File: config.mk
export PLATFORM = sky130hd
export DESIGN_NAME = cvs_seq
export DESIGN_NICKNAME = d
export VERILOG_FILES = /design/src/hw/cvs_pkg.sv /design/src/hw/cvs_tmr_if.sv /design/src/hw/cvs_seq.sv /design/src/hw/cvs_timer.sv
export SDC_FILE = /design/constraint.sdc
export NUM_CORES = 1
export LEC_CHECK = 0
export BUFFER_PORTS_ARGS = -buffer_cell sky130_fd_sc_hd__clkbuf_2
export CORE_MARGIN = 2
export CORE_UTILIZATION = 45
export DETAILED_ROUTE_END_ITERATION = 8
export SYNTH_ARGS = -nofsm -noshare
export SYNTH_HDL_FRONTEND = slang
export SYNTH_HIERARCHICAL = 1
export SYNTH_SLANG_ARGS = --single-unit
File: constraint.sdc
create_clock -name pclk -period 3.9 [get_ports pclk]
set_input_delay 0.975 -clock pclk [delete_from_list [all_inputs] [get_ports pclk]]
set_output_delay 0.975 -clock pclk [all_outputs]
set_load 0.005 [all_outputs]
File: src/hw/cvs_pkg.sv
// conveyor run sequencer: register map, field layout, reset values, timing
// assumes a 10 MHz pclk and 32-bit apb data with byte addresses
package cvs_pkg;

  // timing base
  localparam int unsigned CLK_PERIOD_NS = 100;
  localparam int unsigned MS_TIME_NS    = 1000000;
  localparam int unsigned MS_CYCLES     = (MS_TIME_NS + CLK_PERIOD_NS - 1) / CLK_PERIOD_NS;

  // counter and field widths
  localparam int TW     = 16;
  localparam int AW     = 8;
  localparam int NADR_W = 8;
  localparam int CTRL_W = 5;

  // register byte addresses
  localparam logic [AW-1:0] OFS_CTRL   = 8'h00;
  localparam logic [AW-1:0] OFS_LEAD   = 8'h04;
  localparam logic [AW-1:0] OFS_OVR    = 8'h08;
  localparam logic [AW-1:0] OFS_PERIOD = 8'h0c;
  localparam logic [AW-1:0] OFS_TMO    = 8'h10;
  localparam logic [AW-1:0] OFS_PHASE  = 8'h14;
  localparam logic [AW-1:0] OFS_ADDR   = 8'h18;
  localparam logic [AW-1:0] OFS_STAT   = 8'h1c;

  // control register bits
  localparam int CB_SLAVE    = 0;
  localparam int CB_MASTER   = 1;
  localparam int CB_KEYS_OFF = 2;
  localparam int CB_AIR_ASG  = 3;
  localparam int CB_FREQ     = 4;

  // status register bits
  localparam int SB_STATE  = 0;
  localparam int SB_MAGNET = 2;
  localparam int SB_AIR    = 3;
  localparam int SB_SYNC   = 4;
  localparam int SB_SLAVE  = 5;
  localparam int SB_KEYPAS = 6;
  localparam int SB_LATCH  = 7;
  localparam int STAT_W    = 8;

  // reset values
  localparam logic [CTRL_W-1:0] CTRL_RST   = 5'h00;
  localparam logic [TW-1:0]     LEAD_RST   = 16'h001e;
  localparam logic [TW-1:0]     OVR_RST    = 16'h001e;
  localparam logic [TW-1:0]     PERIOD_RST = 16'h07d0;
  localparam logic [TW-1:0]     TMO_RST    = 16'h1388;
  localparam logic [TW-1:0]     PHASE_RST  = 16'h0000;
  localparam logic [NADR_W-1:0] ADDR_RST   = 8'h01;

  typedef enum logic [1:0] {
    CVS_STOP = 2'b00,
    CVS_LEAD = 2'b01,
    CVS_RUN  = 2'b10,
    CVS_OVR  = 2'b11
  } cvs_state_t;

endpackage

File: src/hw/cvs_tmr_if.sv
// control/status link between the sequencer and one countdown timer
// assumes both ends share pclk
interface cvs_tmr_if #(parameter int W = 16);
  logic         load;
  logic         clear;
  logic [W-1:0] value;
  logic         tick;
  logic         done;
  logic         busy;

  modport ctl (output load, output clear, output value, output tick,
               input done, input busy);
  modport tmr (input load, input clear, input value, input tick,
               output done, output busy);
endinterface

File: src/hw/cvs_seq.sv
// conveyor run sequencer: apb registers, run/stop state, sorting-air timing,
// master sync pulse generation and slave sync following
// assumes all pins synchronous to pclk; keys give one-cycle pulses

// Overview of operation
// (RQ1) on release air first, conveyor after lead
// (RQ2) air stays on for overrun after stop
// (RQ3) lead and overrun times set separately
// (RQ4) air only when air function assigned
// (RQ5) master sends sync pulses, slaves follow
// (RQ6) slave runs only while sync pulses arrive
// (RQ7) slave stops shortly after pulses cease
// (RQ8) at most ten slaves per master bus
// (RQ9) slave: amplitude control only, master frequency
// (RQ10) master may run amplitude and frequency control
// (RQ11) sync pins reserved during master/slave mode; gp_in3 still follows the sync input in master mode
// (RQ12) control bit enables slave operation
// (RQ13) slave applies configurable phase offset
// (RQ14) bus node address is configurable
// (RQ15) setting disables front run and off keys
// (RQ16) magnet off after power-up by default
// (RQ17) power-up-on option starts magnet immediately
// (RQ18) power-up-on forbids passive keys
// (RQ19) release needs run key or external enable
// (RQ20) re-release during overrun keeps air on
// (RQ21) sync loss by counter reloaded per pulse
module cvs_seq
  import cvs_pkg::*;
#(
  parameter int unsigned MS_DIV = MS_CYCLES
)(
  input  wire logic              pclk,
  input  wire logic              presetn,
  input  wire logic              psel,
  input  wire logic              penable,
  input  wire logic              pwrite,
  input  wire logic [AW-1:0]     paddr,
  input  wire logic [31:0]       pwdata,
  output logic      [31:0]       prdata,
  output logic                   pready,
  output logic                   pslverr,
  input  wire logic              run_key,
  input  wire logic              off_key,
  input  wire logic              ext_enable,
  input  wire logic              pon_on,
  input  wire logic              sync_pulse_input,
  input  wire logic              gp_sync_pulse_output_req,
  output logic                   sync_pulse_output,
  output logic                   gp_in3,
  output logic                   slave_freq_pulse,
  output logic                   air_out,
  output logic                   magnet_on,
  output logic                   amp_ctrl_en,
  output logic                   freq_ctrl_en,
  output logic                   pin3_reserved,
  output logic      [NADR_W-1:0] bus_node_address
);

  // elaboration check: the tick divider needs at least two cycles per tick
  if (MS_DIV < 2 || MS_DIV > 32'hffff_fff) $error("cvs_seq: MS_DIV out of range");

  // apb decode
  logic apb_wr;
  logic apb_rd_setup;
  logic hit;
  assign apb_wr       = psel && penable && pwrite;
  assign apb_rd_setup = psel && !penable && !pwrite;
  assign hit = (paddr == OFS_CTRL) || (paddr == OFS_LEAD) || (paddr == OFS_OVR) ||
               (paddr == OFS_PERIOD) || (paddr == OFS_TMO) || (paddr == OFS_PHASE) ||
               (paddr == OFS_ADDR) || (paddr == OFS_STAT);
  assign pready  = 1'b1;
  assign pslverr = psel && penable && !hit;

  // configuration registers
  logic [CTRL_W-1:0] ctrl_q, ctrl_d;
  logic [TW-1:0]     lead_q, lead_d, ovr_q, ovr_d;
  logic [TW-1:0]     period_q, period_d, tmo_q, tmo_d, phase_q, phase_d;
  logic [NADR_W-1:0] nadr_q, nadr_d;
  logic [31:0]       rdata_q, rdata_d;
  logic [STAT_W-1:0] status;

  // register writes in the access cycle, read data captured in the setup cycle
  always_comb
  begin
    ctrl_d   = ctrl_q;
    lead_d   = lead_q;
    ovr_d    = ovr_q;
    period_d = period_q;
    tmo_d    = tmo_q;
    phase_d  = phase_q;
    nadr_d   = nadr_q;
    rdata_d  = rdata_q;
    if (apb_wr)
    begin
      unique case (paddr)
        OFS_CTRL:   ctrl_d   = pwdata[CTRL_W-1:0]; // RQ12
        OFS_LEAD:   lead_d   = pwdata[TW-1:0];     // RQ3
        OFS_OVR:    ovr_d    = pwdata[TW-1:0];     // RQ3
        OFS_PERIOD: period_d = pwdata[TW-1:0];
        OFS_TMO:    tmo_d    = pwdata[TW-1:0];
        OFS_PHASE:  phase_d  = pwdata[TW-1:0];     // RQ13
        OFS_ADDR:   nadr_d   = pwdata[NADR_W-1:0]; // RQ14
        default:    ;
      endcase
    end
    if (apb_rd_setup)
    begin
      unique case (paddr)
        OFS_CTRL:   rdata_d = {{(32-CTRL_W){1'b0}}, ctrl_q};
        OFS_LEAD:   rdata_d = {{(32-TW){1'b0}}, lead_q};
        OFS_OVR:    rdata_d = {{(32-TW){1'b0}}, ovr_q};
        OFS_PERIOD: rdata_d = {{(32-TW){1'b0}}, period_q};
        OFS_TMO:    rdata_d = {{(32-TW){1'b0}}, tmo_q};
        OFS_PHASE:  rdata_d = {{(32-TW){1'b0}}, phase_q};
        OFS_ADDR:   rdata_d = {{(32-NADR_W){1'b0}}, nadr_q};
        OFS_STAT:   rdata_d = {{(32-STAT_W){1'b0}}, status};
        default:    rdata_d = '0;
      endcase
    end
  end

  always_ff @(posedge pclk or negedge presetn)
  begin
    if (!presetn)
    begin
      ctrl_q   <= CTRL_RST;
      lead_q   <= LEAD_RST;
      ovr_q    <= OVR_RST;
      period_q <= PERIOD_RST;
      tmo_q    <= TMO_RST;
      phase_q  <= PHASE_RST;
      nadr_q   <= ADDR_RST;
      rdata_q  <= '0;
    end
    else
    begin
      ctrl_q   <= ctrl_d;
      lead_q   <= lead_d;
      ovr_q    <= ovr_d;
      period_q <= period_d;
      tmo_q    <= tmo_d;
      phase_q  <= phase_d;
      nadr_q   <= nadr_d;
      rdata_q  <= rdata_d;
    end
  end

  assign prdata           = rdata_q;
  assign bus_node_address = nadr_q; // RQ14
  // mode decode; slave has priority over master
  logic slave_mode, master_mode, air_asg, keys_passive;
  assign slave_mode   = ctrl_q[CB_SLAVE];                   // RQ12
  assign master_mode  = ctrl_q[CB_MASTER] && !slave_mode;
  assign air_asg      = ctrl_q[CB_AIR_ASG];
  assign keys_passive = ctrl_q[CB_KEYS_OFF] && !pon_on;     // RQ18

  // millisecond tick divider for air timing
  logic [31:0] div_q, div_d;
  logic        ms_tick;
  assign ms_tick = (div_q == MS_DIV - 1);
  always_comb
    div_d = ms_tick ? '0 : div_q + 32'd1;
  // timers: air lead/overrun, sync loss, slave phase offset
  cvs_tmr_if #(.W(TW)) air_t ();
  cvs_tmr_if #(.W(TW)) loss_t ();
  cvs_tmr_if #(.W(TW)) ph_t ();
  cvs_timer #(.W(TW)) u_air  (.pclk(pclk), .presetn(presetn), .t(air_t));
  cvs_timer #(.W(TW)) u_loss (.pclk(pclk), .presetn(presetn), .t(loss_t));
  cvs_timer #(.W(TW)) u_ph   (.pclk(pclk), .presetn(presetn), .t(ph_t));
  // sync pulse edge detect and loss counter reloaded on every pulse
  logic sync_in_q, sync_rise, sync_present;
  assign sync_rise    = slave_mode && sync_pulse_input && !sync_in_q;
  assign sync_present = loss_t.busy;                        // RQ21
  assign loss_t.load  = sync_rise;                          // RQ21
  assign loss_t.clear = !slave_mode;
  assign loss_t.value = tmo_q;
  assign loss_t.tick  = 1'b1;

  // phase-shifted slave timing pulse
  assign ph_t.load  = sync_rise;                            // RQ13
  assign ph_t.clear = !slave_mode;
  assign ph_t.value = phase_q;
  assign ph_t.tick  = 1'b1;
  // run latch from keys, power-up option caught after reset release
  logic latch_q, latch_d, init_q, release_req;
  always_comb
  begin
    latch_d = latch_q;
    if (!init_q)
      latch_d = pon_on;                                     // RQ16 RQ17
    else if (!keys_passive && off_key)
      latch_d = 1'b0;                                       // RQ15
    else if (!keys_passive && run_key)
      latch_d = 1'b1;                                       // RQ15
  end
  assign release_req = (keys_passive ? ext_enable : (latch_q || ext_enable)) // RQ19
                       && (!slave_mode || sync_present);    // RQ6 RQ7

  // run state machine
  cvs_state_t state_q, state_d;
  logic       air_q, air_d, mag_q, mag_d;
  always_comb
  begin
    state_d       = state_q;
    air_t.load    = 1'b0;
    air_t.clear   = 1'b0;
    air_t.value   = lead_q;
    unique case (state_q)
      CVS_STOP:
        if (release_req)
        begin
          if (air_asg)
          begin
            state_d    = CVS_LEAD;                          // RQ1
            air_t.load = 1'b1;
          end
          else
            state_d = CVS_RUN;                              // RQ4
        end
      CVS_LEAD:
        if (!release_req)
        begin
          state_d     = CVS_STOP;
          air_t.clear = 1'b1;
        end
        else if (air_t.done)
          state_d = CVS_RUN;                                // RQ1
      CVS_RUN:
        if (!release_req)
        begin
          if (air_asg)
          begin
            state_d     = CVS_OVR;                          // RQ2
            air_t.value = ovr_q;
            air_t.load  = 1'b1;
          end
          else
            state_d = CVS_STOP;
        end
      CVS_OVR:
        if (release_req)
        begin
          state_d     = CVS_RUN;                            // RQ20
          air_t.clear = 1'b1;
        end
        else if (air_t.done || !air_asg)
          state_d = CVS_STOP;                               // RQ2
    endcase
    air_d = air_asg && (state_d != CVS_STOP);               // RQ4
    mag_d = (state_d == CVS_RUN);
  end
  assign air_t.tick = ms_tick;

  // master sync pulse generator while running
  logic [TW-1:0] per_q, per_d;
  logic          mpulse_q, mpulse_d;
  always_comb
  begin
    per_d    = per_q;
    mpulse_d = 1'b0;
    if (!master_mode || !mag_q)
      per_d = '0;
    else if (per_q >= period_q)
    begin
      per_d    = '0;
      mpulse_d = 1'b1;                                      // RQ5
    end
    else
      per_d = per_q + TW'(1);
  end

  // pin 3 usage: sync output reserved while master or slave is set, gp_in3 held low only while slave is set
  logic sync_out_d, gp_in3_d, sfreq_d;
  always_comb
  begin
    sync_out_d = master_mode ? mpulse_d : (!slave_mode && gp_sync_pulse_output_req); // RQ11
    gp_in3_d   = !slave_mode && sync_pulse_input;           // RQ11
    sfreq_d    = slave_mode ? ph_t.done : mpulse_d;         // RQ5 RQ9
  end
  // state, outputs and helper registers
  logic sync_out_q, gp_in3_q, sfreq_q;
  always_ff @(posedge pclk or negedge presetn)
  begin
    if (!presetn)
    begin
      state_q    <= CVS_STOP;
      air_q      <= 1'b0;
      mag_q      <= 1'b0;
      latch_q    <= 1'b0;
      init_q     <= 1'b0;
      div_q      <= '0;
      sync_in_q  <= 1'b0;
      per_q      <= '0;
      mpulse_q   <= 1'b0;
      sync_out_q <= 1'b0;
      gp_in3_q   <= 1'b0;
      sfreq_q    <= 1'b0;
    end
    else
    begin
      state_q    <= state_d;
      air_q      <= air_d;
      mag_q      <= mag_d;
      latch_q    <= latch_d;
      init_q     <= 1'b1;
      div_q      <= div_d;
      sync_in_q  <= sync_pulse_input;
      per_q      <= per_d;
      mpulse_q   <= mpulse_d;
      sync_out_q <= sync_out_d;
      gp_in3_q   <= gp_in3_d;
      sfreq_q    <= sfreq_d;
    end
  end

  assign air_out           = air_q;
  assign magnet_on         = mag_q;
  assign sync_pulse_output = sync_out_q;
  assign gp_in3            = gp_in3_q;
  assign slave_freq_pulse  = sfreq_q;
  assign pin3_reserved     = slave_mode || ctrl_q[CB_MASTER];              // RQ11
  assign amp_ctrl_en       = mag_q;                                        // RQ9 RQ10
  assign freq_ctrl_en      = mag_q && !slave_mode && ctrl_q[CB_FREQ];      // RQ9 RQ10

  // status word
  always_comb
  begin
    status                   = '0;
    status[SB_STATE +: 2]    = state_q;
    status[SB_MAGNET]        = mag_q;
    status[SB_AIR]           = air_q;
    status[SB_SYNC]          = sync_present;
    status[SB_SLAVE]         = slave_mode;
    status[SB_KEYPAS]        = keys_passive;
    status[SB_LATCH]         = latch_q;
  end

endmodule

File: src/hw/cvs_timer.sv
// countdown timer: load a count, step down on tick, one-cycle done at zero
// assumes pclk domain, asynchronous active-low reset
module cvs_timer
  import cvs_pkg::*;
#(
  parameter int W = 16
)(
  input wire logic pclk,
  input wire logic presetn,
  cvs_tmr_if.tmr   t
);

  logic [W-1:0] cnt_q;
  logic [W-1:0] cnt_d;
  logic         busy_q;
  logic         busy_d;
  logic         done_q;
  logic         done_d;

  // next count: load wins, clear cancels, expiry at zero
  always_comb
  begin
    cnt_d  = cnt_q;
    busy_d = busy_q;
    done_d = 1'b0;
    if (t.load)
    begin
      cnt_d  = t.value;
      busy_d = 1'b1;
    end
    else if (t.clear)
      busy_d = 1'b0;
    else if (busy_q && (cnt_q == '0))
    begin
      busy_d = 1'b0;
      done_d = 1'b1;
    end
    else if (busy_q && t.tick)
      cnt_d = cnt_q - W'(1);
  end

  // registers
  always_ff @(posedge pclk or negedge presetn)
  begin
    if (!presetn)
    begin
      cnt_q  <= '0;
      busy_q <= 1'b0;
      done_q <= 1'b0;
    end
    else
    begin
      cnt_q  <= cnt_d;
      busy_q <= busy_d;
      done_q <= done_d;
    end
  end

  assign t.done = done_q;
  assign t.busy = busy_q;

endmodule

-- After elaboration in Yosys (flattened, before gate mapping)
Cells that the tools add are included.
- $add $sub $neg: 5
- order comparisons: 1
- equal/unequal tests: 19
- mux-type cells: 58
- reduce and logical (&&, ||, !) cells: 64
- operators with widths (operator ; number):
    16-bit two-way mux ; 17
    16-bit one-hot mux with 8 select lines ; 1
    16-bit zero test ; 3
    16-bit by 1-bit subtractor with 16-bit output, second input constant ; 3
    32-bit by 1-bit adder with 32-bit output, second input constant ; 1
    32-bit by 14-bit == test with 1-bit output, second input constant ; 1
    8-bit by 5-bit == test with 1-bit output, second input constant ; 4
    32-bit two-way mux ; 1
    1-bit two-way mux ; 28
    1-bit logical AND ; 21
    16-bit by 1-bit adder with 16-bit output, second input constant ; 1
    8-bit by 4-bit == test with 1-bit output, second input constant ; 2
    16-bit >= comparator ; 1
    2-bit two-way mux ; 8
    2-bit AND reduction ; 7
    1-bit logical OR ; 12
    1-bit zero test ; 10
    2-bit nonzero test ; 5
    3-bit by 1-bit inequality test with 1-bit output, second input constant ; 3
    3-bit AND reduction ; 3
    8-bit by 3-bit == test with 1-bit output, second input constant ; 1
    8-bit zero test ; 1
    2-bit inequality test, second input constant ; 4
    2-bit one-hot mux with 4 select lines ; 1
    other kinds (5) ; 8
- register bits after elaboration: 236
- bits of input ports: 51
- output and inout bits: 50

-- Logic depth before layout (Yosys ltp)
- word-level depth: 10
- depth in mapped cells: 10
- depth with buffers taken out: 9

-- By module
The synthesis kept the hierarchy.
- by module, submodules not included (module ; times used ; cells an instance ; area each (µm²)):
    cvs_seq ; 1 ; 720 ; 8431.8
    cvs_timer (u_air ...) ; 2 ; 125 ; 1111.1
    cvs_timer (u_ph) ; 1 ; 131 ; 1138.6

-- Worst setup path after synthesis
Ideal clock, no wire load.
- path kind: input -> register
- start: input pon_on
- end: register u_air.cnt_q[13]
- setup time: 0.082 ns
- data arrival time: 3.098 ns
- slack: 0.720 ns
- cell stages on the path: 10
- path buffers: 1
- cells stage by stage: nand2b_1 > a21oi_1 > a21oi_1 > xnor2_1 > and2_1 > and3b_1 > clkbuf_1 > nand4_1 > or4_1 > a31oi_1
- word-level cells in the longest chain between the ends: 8
- ends and longest elaborated chain (item ; line ; RTL):
    start, declared ; cvs_seq.sv:45 ; input wire logic pon_on,
    1-bit zero test (*) ; cvs_seq.sv:155 ; assign keys_passive = ctrl_q[CB_KEYS_OFF] && !pon_on;
    1-bit logical AND (*) ; cvs_seq.sv:155 ;
    1-bit two-way mux (*) ; cvs_seq.sv:196 ; assign release_req = (keys_passive ? ext_enable : (latch_q || ext_enable))
    1-bit logical AND (*) ; cvs_seq.sv:197 ; && (!slave_mode || sync_present);
    1-bit two-way mux, on equally long branches ; cvs_seq.sv:241, cvs_seq.sv:221 ;
    1-bit one-hot mux with 2 select lines (*) ; cvs_seq.sv:208 ; unique case (state_q)
    named net air_t.clear ; cvs_tmr_if.sv:5 ; logic clear;
    2-bit inequality test (no line) (*) ; -- ;
    3-bit AND reduction (no line) (*) ; -- ;
    end signal, assigned ; cvs_timer.sv:53 ; cnt_q <= cnt_d;
    end, declared ; cvs_timer.sv:13 ; logic [W-1:0] cnt_q;
Mark *: on every way through the listed nets, which the timed path passes. The rest lies on a longest branch.
A chain may end at the register's enable or synchronous reset.

-- Worst setup path in the final report
- start: input paddr[5]
- end: output pslverr
- word-level cells in the longest chain between the ends: 10
- ends and longest elaborated chain (item ; line ; RTL):
    start, declared ; cvs_seq.sv:37 ; input wire logic [AW-1:0] paddr,
    8-bit by 3-bit == test with 1-bit output / 8-bit zero test (equally long branches) ; cvs_seq.sv:68 ; assign hit = (paddr == OFS_CTRL) || (paddr == OFS_LEAD) || (paddr == OFS_OVR) ||
    1-bit logical OR (3 in a row) ; cvs_seq.sv:68 ;
    1-bit logical OR (3 in a row) ; cvs_seq.sv:69 ; (paddr == OFS_PERIOD) || (paddr == OFS_TMO) || (paddr == OFS_PHASE) ||
    1-bit logical OR (*) ; cvs_seq.sv:70 ; (paddr == OFS_ADDR) || (paddr == OFS_STAT);
    1-bit zero test (*) ; cvs_seq.sv:72 ; assign pslverr = psel && penable && !hit;
    1-bit logical AND (*) ; cvs_seq.sv:72 ;
    end, declared ; cvs_seq.sv:41 ; output logic pslverr,
Every way passes the cells marked *; elsewhere a longest branch is shown, timed or not.

==> flow_metrics.py <==
metrics = {
    "route": {
        "vias": 8828,
        "drt-vias-per-instance": 5.78,
        "antenna_left": 0,
        "first_iter_violations": 579,
        "routedWlPerCell_um": 19.6,
        "drtPass1Iterations": 5,
        "drt_wl_total_um": 29900,
        "drc": 0,
    },
    "critical_path": {
        "rrSetupSlack_ps": 1340,
        "cp-start-kind": "input port",
        "critPathCapture": "pslverr",
        "cp_data_arrival_time_ps": 2010,
        "r2r_start": "div_q[0]$_DFF_PN0_",
        "reg2reg_depth": 9,
        "path_class": "in -> out",
        "critPathCaptureType": "output pin",
        "required_ps": 2920,
        "crit_start": "paddr[5]",
        "crit_path_max_fanout": 4,
        "r2r_end": "u_air/cnt_q[13]$_DFFE_PN0P_",
    },
    "global_routing": {
        "grt_pass1_wl_um": 48600,
        "grt_pass1_vias": 8593,
        "grt_usage_pct": 21.9,
        "gr-total-overflow": 0,
        "antenna_found_initial": 0,
        "grt_max_degree": 94,
    },
    "timing": {
        "worst_pin_slew_ps": 1050,
        "clock.fmax_ghz": 0.335,
        "slew_headroom_pct": 29.2,
        "timing.final.crit_share_pct": 76.5,
        "timing.setup.tns_ps": 0,
        "finalCriticalPeriod_ps": 2980,
        "worst_clock_skew_ps": 10.6,
        "drv_slew": 0,
        "setup_viol": 0,
        "finalHoldViolations": 0,
        "rsz0062_at_grt": "false",
    },
    "floorplan": {
        "die_h_um": 166,
        "start_util_pct": 45.5,
        "io_pins": 101,
        "core_area_mm2": 0.0258,
        "die_x_um": 166,
        "placementRows": 59,
        "dieArea_mm2": 0.0274,
    },
    "outcome": {
        "outcome": "completed",
    },
    "cts": {
        "clock_sinks": 220,
        "h-tree-depth": 1,
        "post_cts_buffers": 0,
        "clk_latency_ps": 540,
        "clock-root-buffer": "clkbuf_16",
        "cts.clk_slew.worst_paths_ps": 60,
        "cts_resized": 0,
        "cts_buffers": 26,
        "cts_tree": "built",
        "cts.path.max_buffers": 3,
        "cts_hold_buffers": 0,
    },
    "power": {
        "p_comb_share_pct": 6.7,
        "p_int_mw": 4.01,
        "p_sw_share_pct": 23.8,
        "clkPwrFrac_pct": 47.7,
        "ir_worst_vdd_mv": 0.380,
        "pwr-share-seq_pct": 45.6,
        "power_switching_mw": 1.25,
        "p_leak_nw": 5.86,
        "p_per_area_mw_per_mm2": 395,
    },
    "finish": {
        "syn_to_final_growth_pct": 13.3,
        "post-route-util_pct": 51.6,
        "diodes": 0,
        "fin_nets": 1244,
        "drive_above_1_share_pct": 25.6,
    },
    "placed_design": {
        "io_buffers": 67,
        "gp_congestion": 0.871,
        "place_hpwl_um": 21500,
    },
    "flow_run": {
        "max_cap_violations": 0,
    },
    "synthesis": {
        "ys_warn_count": 6,
        "synth_cells": 1099,
        "synth_area_mm2": 0.0118,
        "avgSynthCellArea_um2": 10.7,
    },
    "worst_hold_path": {
        "hp-class": "in -> async",
    },
}
[critical path, cell delays in order]
cell and delay (ps):
clkbuf_2 90, or3_4 420, nor2_1 310, nor2_1 90
clkbuf_2 120
[routing by layer]
layer  routed length, µm  GRT usage (%)
met5                   0              0
met4                 737           6.09
met3                 977           2.46
met2               14500           36.2
met1               13800           30.6
[cells in the final DEF, fill, tap and decap left out, types with 11 or more instances in the layout]
| cell | count |
|---|---|
| or4_1 | 30 |
| nor4_1 | 15 |
| clkbuf_2 | 66 |
| a31oi_1 | 26 |
| o211ai_1 | 12 |
| nand3_1 | 45 |
| clkbuf_16 | 26 |
| a21oi_1 | 25 |
| o21ai_0 | 32 |
| xnor2_1 | 36 |
| buf_4 | 21 |
| dfstp_2 | 20 |
| mux2_2 | 103 |
| inv_1 | 35 |
| xor2_1 | 11 |
| dfrtp_1 | 200 |
| ha_1 | 21 |
| conb_1 | 22 |
| nor2_1 | 83 |
| nor2b_1 | 14 |
| nor3b_1 | 12 |
| nand2_1 | 73 |
| o31ai_1 | 14 |
| nand4_1 | 25 |
| nor3_1 | 15 |
| a22oi_1 | 18 |
[cell type report]
class | count | area [µm²]
fillers | 2321 | 12500
multi-input cells | 798 | 5800
flip-flops and latches | 220 | 5530
clock buffers | 36 | 748
repair buffers | 90 | 543
well taps | 335 | 419
clock inverters | 12 | 151
inverters | 36 | 135
[registers in the layout, summed over array words and instances (netlist names), 2 cells and up]
| name | flops |
|---|---|
| div_q | 32 |
| state_q | 2 |
| u_loss/cnt_q | 16 |
| u_air/cnt_q | 16 |
| lead_q | 16 |
| ph_t.value | 16 |
| prdata | 16 |
| ctrl_q | 5 |
| period_q | 16 |
| ovr_q | 16 |
| loss_t.value | 16 |
| bus_node_address | 8 |
| u_ph/cnt_q | 16 |
| per_q | 16 |
[worst min path at each step]
stage / slack (ps) / to / cells after the start
after floorplan: 430 / slave_freq_pulse$_DFF_PN0_ / 2
after global placement: 470 / prdata[4]$_DFFE_PN0P_ / 2
after detailed placement: 480 / div_q[31]$_DFF_PN0_ / 1
after CTS: 490 / div_q[31]$_DFF_PN0_ / 1
after global routing: 500 / div_q[31]$_DFF_PN0_ / 1
final: 460 / u_loss/cnt_q[3]$_DFFE_PN0P_ / 1
[per-stage QoR]
stage	worst slack [ps]	instance area [µm²]	hold slack, ps	std cells	total power, mW
after CTS	906	13300	487	1527	5.31
after global routing	886	13300	498	1527	5.47
after detailed placement	665	12400	477	1479	2.79
after floorplan	720	11800	430	1119	2.64
after global placement	692	12400	466	1479	2.79
final	915	13300	460	1527	5.27
[power by group through the flow]
stage	Sequential [mW]	Clock, mW	Combinational [mW]
detailed placement	2.44	0	0.355
global route	2.41	2.66	0.397
floorplan	2.42	0	0.228
finish	2.40	2.51	0.355
CTS	2.40	2.56	0.356
global placement	2.44	0	0.354
Note: power is estimated with default switching activity, not from simulation.
